`config.mk`:
```
export PLATFORM = sky130hd
export DESIGN_NAME = mtsr_regs
export DESIGN_NICKNAME = d
export VERILOG_FILES = /design/src/inc/mtsr_pkg.sv /design/src/inc/mtsr_rand_if.sv /design/src/hdl/mtsr_random_index.sv /design/src/hdl/mtsr_regs.sv
export SDC_FILE = /design/constraint.sdc
export NUM_CORES = 1
export LEC_CHECK = 0
export BUFFER_PORTS_ARGS = -buffer_cell sky130_fd_sc_hd__buf_2
export CAP_MARGIN = 15
export CORE_AREA = 2 2 121 123
export DETAILED_ROUTE_END_ITERATION = 16
export DIE_AREA = 0 0 123 125
export GPL_TIMING_DRIVEN = 1
export PLACE_DENSITY_LB_ADDON = 0.12
export SYNTH_ARGS = -nofsm -noshare
export SYNTH_HDL_FRONTEND = slang
export SYNTH_SLANG_ARGS = --single-unit
```
`constraint.sdc`:
```
create_clock -name clk -period 13.05 [get_ports clk]
set_input_delay 3.915 -clock clk [delete_from_list [all_inputs] [get_ports clk]]
set_output_delay 3.915 -clock clk [all_outputs]
set_load 0.02 [all_outputs]
```
`src/inc/mtsr_pkg.sv`:
```
package mtsr_pkg;
    // ==========================================
    // Register numbers on the system control port
    localparam logic [4:0] REG_PAGE_TABLE_POINTER = 5'h04;
    localparam logic [4:0] REG_PAGE_SIZE_MASK = 5'h05;
    localparam logic [4:0] REG_FIXED_ENTRY_BOUNDARY = 5'h06;
    localparam logic [4:0] REG_FAULTING_VIRTUAL_ADDRESS = 5'h08;
    // ==========================================
    // Field layout
    localparam int BASE_LSB = 23;
    localparam int BASE_W = 9;
    localparam int FPN_LSB = 4;
    localparam int FPN_W = 19;
    localparam int VA_FPN_LSB = 13;
    localparam int MASK_LSB = 13;
    localparam int MASK_W = 12;
    localparam int BOUND_W = 4;
    localparam logic [3:0] BOUND_RESET = 4'h0;
    localparam logic [31:0] WORD_ZERO = 32'h0000_0000;
    // ==========================================
    // Coherency attribute codes
    localparam logic [2:0] CCA_WRITE_THROUGH = 3'h3;
    localparam logic [2:0] CCA_UNCACHED = 3'h2;
    localparam logic [2:0] CCA_UNUSED_UNCACHED = 3'h7;
    // ==========================================
    // Exception kinds reported by the pipeline
    typedef enum logic [2:0] {
        MTSR_EXC_NONE = 3'h0,
        MTSR_EXC_LOAD_ADDR = 3'h1,
        MTSR_EXC_STORE_ADDR = 3'h2,
        MTSR_EXC_REFILL = 3'h3,
        MTSR_EXC_INVALID = 3'h4,
        MTSR_EXC_MODIFIED = 3'h5,
        MTSR_EXC_CACHE_ERR = 3'h6,
        MTSR_EXC_BUS_ERR = 3'h7
    } mtsr_exc_t;
endpackage

```
`src/inc/mtsr_rand_if.sv`:
```
`timescale 1ns/100ps
`default_nettype none
// Link between the register file and the replacement index generator
interface mtsr_rand_if #(parameter int IDX_W = 4);
    logic [IDX_W-1:0] bound;
    logic reload;
    logic [IDX_W-1:0] index;
    modport regs(output bound, output reload, input index);
    modport gen(input bound, input reload, output index);
endinterface
`default_nettype wire

```
`src/hdl/mtsr_random_index.sv`:
```
`timescale 1ns/100ps
`default_nettype none
module mtsr_random_index
    import mtsr_pkg::*;
#(
    parameter int ENTRIES = 16,
    parameter int IDX_W = 4
) (
    input wire logic clk,
    input wire logic rst_n,
    mtsr_rand_if.gen rif
);
    typedef struct packed {
        logic [IDX_W-1:0] index;
        logic [7:0] lfsr;
    } mtsr_rnd_state_t;

    localparam logic [IDX_W-1:0] TOP = IDX_W'(ENTRIES - 1);
    localparam logic [7:0] LFSR_SEED = 8'h01;

    mtsr_rnd_state_t state_reg;
    mtsr_rnd_state_t state_next;

    assign rif.index = state_reg.index;

    // ==========================================
    // Decrement, skipped now and then by an LFSR to break lockstep
    always_comb begin
        state_next = state_reg;
        state_next.lfsr = {state_reg.lfsr[6:0],
                           state_reg.lfsr[7] ^ state_reg.lfsr[5] ^ state_reg.lfsr[4] ^ state_reg.lfsr[3]};
        if (rif.reload) begin
            state_next.index = TOP;
        end else if (!(state_reg.lfsr[7] & state_reg.lfsr[0])) begin
            // Wrap at the boundary so entries below it are never victims
            if (state_reg.index <= rif.bound) begin
                state_next.index = TOP;
            end else begin
                state_next.index = state_reg.index - 1'b1;
            end
        end
    end

    always_ff @(posedge clk or negedge rst_n) begin
        if (!rst_n) begin
            state_reg <= '{index: TOP, lfsr: LFSR_SEED};
        end else begin
            state_reg <= state_next;
        end
    end
endmodule
`default_nettype wire

```
`src/hdl/mtsr_regs.sv`:
```
`timescale 1ns/100ps
`default_nettype none
// Overview of operation
// - Unused coherency codes 0,1,4,5,6 map to 3; code 7 maps to 2.
// - Refill, invalid, modified exceptions load VA 31:13 into pointer bits 22:4.
// - Faulting page field left unspecified after address errors; here unchanged.
// - Faulting page field is read-only to software; hardware writes it.
// - Page table base bits 31:23 are software read/write, never hardware changed.
// - Reserved bits of pointer, mask and boundary registers read zero.
// - Each set mask bit removes that VA bit from entry comparison.
// - Mask bits fill upward from bit 13, two per page size step.
// - Entries below the boundary are never random victims; indexed writes allowed.
// - Boundary register clears to zero on reset.
// - Writing the boundary reloads random index with entry count minus one.
// - Faulting address captures VA of address error and translation exceptions.
// - Faulting address unchanged on cache and bus errors.
// - Pointer forms a 16-byte entry address: base, page number, zero low bits.
// - Fixed-mapping builds treat pointer, mask and boundary as reserved.
// - Random index decrements nearly every clock, wrapping at the boundary.
module mtsr_regs
    import mtsr_pkg::*;
#(
    parameter int ENTRIES = 16,
    parameter bit FIXED_MAPPING = 1'b0
) (
    input wire logic clk,
    input wire logic reset_n,
    input wire logic reg_write,
    input wire logic reg_read,
    input wire logic [4:0] reg_num,
    input wire logic [31:0] reg_wdata,
    output logic [31:0] reg_rdata,
    input wire logic [2:0] exc_kind,
    input wire logic [31:0] exc_vaddr,
    input wire logic [31:0] cmp_vaddr,
    input wire logic [2:0] cca_in,
    output logic [2:0] cca_out,
    output logic [31:0] cmp_vaddr_masked,
    output logic [3:0] random_index,
    output logic [3:0] boundary_out
);
    localparam int IDX_W = 4;

    typedef struct packed {
        // Software-owned pointer base, hardware-owned page number
        logic [BASE_W-1:0] base;
        logic [FPN_W-1:0] fpn;
        // Page size and fixed entry boundary
        logic [MASK_W-1:0] mask;
        logic [BOUND_W-1:0] bound;
        // Last addressing fault
        logic [31:0] fault_va;
        // Output copies, so every port leaves a flop
        logic [31:0] rdata;
        logic [2:0] cca;
        logic [31:0] masked;
        logic [IDX_W-1:0] rnd;
        logic [BOUND_W-1:0] bound_q;
    } mtsr_state_t;

    mtsr_state_t state_reg;
    mtsr_state_t state_next;
    logic rst_n;
    logic [1:0] rst_q;

    mtsr_rand_if #(.IDX_W(IDX_W)) rif();

    // ==========================================
    // Reset release through two flops
    // No state flop may see reset leave close to a clock edge
    always_ff @(posedge clk or negedge reset_n) begin
        if (!reset_n) begin
            rst_q <= 2'h0;
        end else begin
            rst_q <= {rst_q[0], 1'b1};
        end
    end
    assign rst_n = rst_q[1];

    mtsr_random_index #(.ENTRIES(ENTRIES), .IDX_W(IDX_W)) u_rand (
        .clk(clk),
        .rst_n(rst_n),
        .rif(rif)
    );

    // ==========================================
    // Coherency code remap; only 2 and 3 exist in this core
    function automatic logic [2:0] mtsr_remap_cca(input logic [2:0] code);
        if (code == CCA_UNCACHED || code == CCA_UNUSED_UNCACHED) begin
            mtsr_remap_cca = CCA_UNCACHED;
        end else begin
            mtsr_remap_cca = CCA_WRITE_THROUGH;
        end
    endfunction

    // Register view by number; reserved bits stay zero
    function automatic logic [31:0] mtsr_view(input logic [4:0] num, input mtsr_state_t s);
        mtsr_view = WORD_ZERO;
        case (num)
            REG_PAGE_TABLE_POINTER: begin
                if (!FIXED_MAPPING) begin
                    mtsr_view[BASE_LSB +: BASE_W] = s.base;
                    mtsr_view[FPN_LSB +: FPN_W] = s.fpn;
                end
            end
            REG_PAGE_SIZE_MASK: begin
                if (!FIXED_MAPPING) begin
                    mtsr_view[MASK_LSB +: MASK_W] = s.mask;
                end
            end
            REG_FIXED_ENTRY_BOUNDARY: begin
                if (!FIXED_MAPPING) begin
                    mtsr_view[BOUND_W-1:0] = s.bound;
                end
            end
            REG_FAULTING_VIRTUAL_ADDRESS: mtsr_view = s.fault_va;
            default: mtsr_view = WORD_ZERO;
        endcase
    endfunction

    // ==========================================
    // Write decode
    // Mapped registers vanish in fixed-mapping builds
    function automatic logic mtsr_mapped_hit(input logic [4:0] num, input logic [4:0] target);
        mtsr_mapped_hit = (num == target) && !FIXED_MAPPING;
    endfunction

    logic ptr_wr;
    logic mask_wr;
    logic bound_wr;
    assign ptr_wr = reg_write && mtsr_mapped_hit(reg_num, REG_PAGE_TABLE_POINTER);
    assign mask_wr = reg_write && mtsr_mapped_hit(reg_num, REG_PAGE_SIZE_MASK);
    assign bound_wr = reg_write && mtsr_mapped_hit(reg_num, REG_FIXED_ENTRY_BOUNDARY);

    // Boundary feeds the generator; any boundary write restarts it at the top
    assign rif.bound = state_reg.bound;
    assign rif.reload = bound_wr;

    // ==========================================
    // Exception classes
    // Translation faults carry a page number for the refill handler
    function automatic logic mtsr_is_xlat_exc(input logic [2:0] kind);
        case (kind)
            MTSR_EXC_REFILL, MTSR_EXC_INVALID, MTSR_EXC_MODIFIED: begin
                mtsr_is_xlat_exc = 1'b1;
            end
            default: begin
                mtsr_is_xlat_exc = 1'b0;
            end
        endcase
    endfunction

    // Address errors only touch the fault address
    function automatic logic mtsr_is_addr_exc(input logic [2:0] kind);
        case (kind)
            MTSR_EXC_LOAD_ADDR, MTSR_EXC_STORE_ADDR: begin
                mtsr_is_addr_exc = 1'b1;
            end
            default: begin
                mtsr_is_addr_exc = 1'b0;
            end
        endcase
    endfunction

    logic xlat_exc;
    logic addr_exc;
    logic fault_capture;
    assign xlat_exc = mtsr_is_xlat_exc(exc_kind);
    assign addr_exc = mtsr_is_addr_exc(exc_kind);
    // Cache and bus errors are not addressing faults, so they capture nothing
    assign fault_capture = xlat_exc || addr_exc;

    // ==========================================
    // Compare address masking, one gate per mask bit
    logic [MASK_W-1:0] mask_keep;
    genvar gi;
    generate
        for (gi = 0; gi < MASK_W; gi = gi + 1) begin : g_mask
            // A set mask bit takes the address bit out of the match
            assign mask_keep[gi] = cmp_vaddr[MASK_LSB + gi] & ~state_reg.mask[gi];
        end
    endgenerate

    // ==========================================
    // Next state
    always_comb begin
        state_next = state_reg;
        // Software writes; the page number field has no write path
        if (ptr_wr) begin
            state_next.base = reg_wdata[BASE_LSB +: BASE_W];
        end
        if (mask_wr) begin
            state_next.mask = reg_wdata[MASK_LSB +: MASK_W];
        end
        if (bound_wr) begin
            state_next.bound = reg_wdata[BOUND_W-1:0];
        end
        // Hardware capture; fault fields and software fields never overlap
        if (xlat_exc && !FIXED_MAPPING) begin
            state_next.fpn = exc_vaddr[VA_FPN_LSB +: FPN_W];
        end
        if (fault_capture) begin
            state_next.fault_va = exc_vaddr;
        end
        if (reg_read) begin
            state_next.rdata = mtsr_view(reg_num, state_reg);
        end
        state_next.cca = mtsr_remap_cca(cca_in);
        // Bits outside the mask field pass straight through
        state_next.masked = cmp_vaddr;
        state_next.masked[MASK_LSB +: MASK_W] = mask_keep;
        state_next.rnd = rif.index;
        state_next.bound_q = state_reg.bound;
    end

    // Undefined-at-reset fields still get zero for clean simulation
    always_ff @(posedge clk or negedge rst_n) begin
        if (!rst_n) begin
            state_reg <= '0;
        end else begin
            state_reg <= state_next;
        end
    end

    assign reg_rdata = state_reg.rdata;
    assign cca_out = state_reg.cca;
    assign cmp_vaddr_masked = state_reg.masked;
    assign random_index = state_reg.rnd;
    assign boundary_out = state_reg.bound_q;
endmodule
`default_nettype wire

```
==> out/qor.txt <==
outcome: completed
Leakage Power: 3.70 nW
Nets: 737
post-synthesis async set-or-reset flop share: 100%
Final Max Tran Viols: 0
critical path type: input port to register
area of placed instances: 7260 um^2
peak supply drop: 0.0000757 V
Synth area leader: dfrtp_1
clk_skew: 6.99 ps
most numerous cell in the Yosys netlist: dfrtp_1
R2R setup slack: 10920 ps
die height: 125 um
Clock Sinks: 164
largest net degree at the start of global routing: 83
# Max-Cap Violations: 0
row count: 44
HP Start: rst_q[0]$_DFF_PN0_
Clock Tree Root: clkbuf_16
Syn Std Cell Area: 6750 um^2
f_max: 0.172 GHz
Fillers: 1226
area of the multi-input gates: 1990 um^2
Starting Density: 47.5%
CTS H-tree lvls: 4
reg-to-reg endpoint: state_reg[90]$_DFFE_PN0P_
max reg flops: 72
initial antenna violation count: 0
Distinct cells, synth: 37
# IOs: 186
Resized cells post-CTS: 0
Slew @ Worst Pin: 1020 ps
Post-DP HPWL: 9110 um
relative slew slack: 32.0%
Critical Path Source Type: input port
routed len/inst: 16.6 um
die width: 123 um
clock slew at reported path FFs: 60 ps
hold endpoint: rst_q[1]$_DFF_PN0_
CTS tree: built
Clock Path Buffers: 2
GPL Wtd Cong: 0.737
P&R area growth vs syn: 16.1%
Worst Path Arrival: 6110 ps
hold_buf cts: 0
DR vias: 4130
Worst-Skew Late Latency: 430 ps
fin crit share: 44.5%
Power Density: 162 nW/um^2
Max Fanout on Critical Path: 13
Final ANT Viol Nets: 0
layout cells sized above 1: 48.3%
DRC: 0
post-synthesis register bit count: 164
syn avg cell area: 13.0 um^2
sum of negative setup slack: 0 ps
synth top area cells: dfrtp_1, mux2_2, buf_4
grt total ovfl: 0
DRT Pass-1 Iters: 4
launching point of the worst reg2reg path: rst_q[1]$_DFF_PN0_
YS warnings: 0
RSZ-0062 raised after global routing: no
initial drt markers: 269
Final Hold Fails: 0
Post-Synthesis Cells: 517
Total Power: 1.27 mW
vias in the first global route: 4354
Post-synth EDFFs: 0
total CTS buffers: 17
final hold slack: 348 ps
gr usage total: 18.9%
hold depth: 0
setup violators final: 0
port buffer count: 175
type of the most critical hold path: register to register
top cell type's share of synthesized area: 59.0%
fin crit period: 5810 ps
die area: 15400 um^2
reg2reg path depth: 1
Post-Layout Inst Area: 7830 um^2
commonest cells in the netlist: dfrtp_1, mux2_2, buf_4
endpoint type of the worst setup path: register
Routed WL: 13600 um
register area: 4110 um^2
core area: 14200 um^2
post-CTS setup buffer count: 0
DR vias/cell: 5.05
top_reg_cell synth: dfrtp_1
Crit path required time: 13350 ps
first-pass GRT wire length: 22100 um
n_diodes: 0
post-synthesis sequential area ratio: 60.9%
-- layout make-up --
class | count | share of cell area, %
Clock buffer | 23 | 6.10
Inverter | 6 | 0.287
Timing Repair Buffer | 179 | 11.7
Clock inverter | 9 | 1.01
Multi-Input combinational cell | 253 | 25.4
Tap cell | 184 | 2.94
Sequential cell | 164 | 52.5
-- power by group --
group | leakage, nW | internal [mW] | total [mW] | switching (mW)
Sequential | 1.97 | 0.574 | 0.616 | 0.0418
Combinational | 1.45 | 0.0845 | 0.184 | 0.0993
Clock | 0.273 | 0.276 | 0.471 | 0.195
Total | 3.70 | 0.935 | 1.27 | 0.336
-- layout by cell type, fill, tap and decap left out, drive strengths merged, types with 2 or more instances in the layout --
| master | synthesis | routed |
|---|---|---|
| dfstp | 5 | 5 |
| nand4 | 2 | 2 |
| a21oi | 36 | 36 |
| conb | 2 | 3 |
| ha | 5 | 5 |
| nor3b | 2 | 2 |
| clkbuf | 9 | 23 |
| nor2b | 13 | 13 |
| and3 | 2 | 2 |
| clkinv | 0 | 6 |
| inv | 6 | 6 |
| nor3 | 4 | 4 |
| nand3 | 2 | 2 |
| clkinvlp | 0 | 2 |
| buf | 86 | 179 |
| o31ai | 2 | 2 |
| nor2 | 36 | 36 |
| o21ai | 4 | 4 |
| a22oi | 33 | 33 |
| xnor2 | 3 | 3 |
| nand2 | 10 | 10 |
| dfrtp | 159 | 159 |
| mux2 | 85 | 85 |
-- per-stage QoR --
step | cells | utilization, % | setup slack, ps
3_5_place_dp | 785 | 51.1 | 6760
6_report | 818 | 55.2 | 7240
4_1_cts | 817 | 55.0 | 7200
5_1_grt | 818 | 55.2 | 7140
2_1_floorplan | 518 | - | 7760
3_3_place_gp | 785 | 51.1 | 6780
-- worst max path at each step --
stage	end	depth (start not counted)	start	slack (ps)
after CTS	state_reg[117]$_DFFE_PN0P_	5	reg_num[4]	7200
after detailed placement	state_reg[117]$_DFFE_PN0P_	5	reg_num[4]	6760
after floorplan	state_reg[112]$_DFFE_PN0P_	5	reg_num[4]	7760
final	state_reg[117]$_DFFE_PN0P_	5	reg_num[4]	7240
after global routing	state_reg[117]$_DFFE_PN0P_	5	reg_num[4]	7140
after global placement	state_reg[118]$_DFFE_PN0P_	5	reg_num[4]	6780
-- logic make-up (layout without fill, tap and decap cells) --
| family | count (synthesis) | in the layout | share of synthesized area (%) |
|---|---|---|---|
| XOR/XNOR | 4 | 4 | 0.519 |
| flip-flops | 164 | 164 | 60.9 |
| buffers and inverters | 101 | 217 | 10.0 |
| multiplexers | 86 | 86 | 14.4 |
| adder cells (fa/ha/maj) | 5 | 5 | 0.927 |
| other | 2 | 3 | 0.111 |
| AND/OR/NAND/NOR | 76 | 76 | 5.79 |
| AO/OA/AOI/OAI | 79 | 79 | 7.31 |
-- metal layers --
| layer | vias to the layer above | GRT usage [%] | part of all wire (%) |
|---|---|---|---|
| met5 | - | 0 | 0 |
| met4 | 0 | 7.69 | 1.7 |
| met3 | 21 | 4.74 | 6.3 |
| met2 | 134 | 29.8 | 49 |
| met1 | 2060 | 24.9 | 43 |
| li1 | 1915 | - | - |
-- worst max-delay path, stage by stage --
cell and delay, ps:
buf_2 130, or3b_4 430, nor2_2 530, and3_1 690
mux2_2 410
Power figures use the tool's default switching activity.
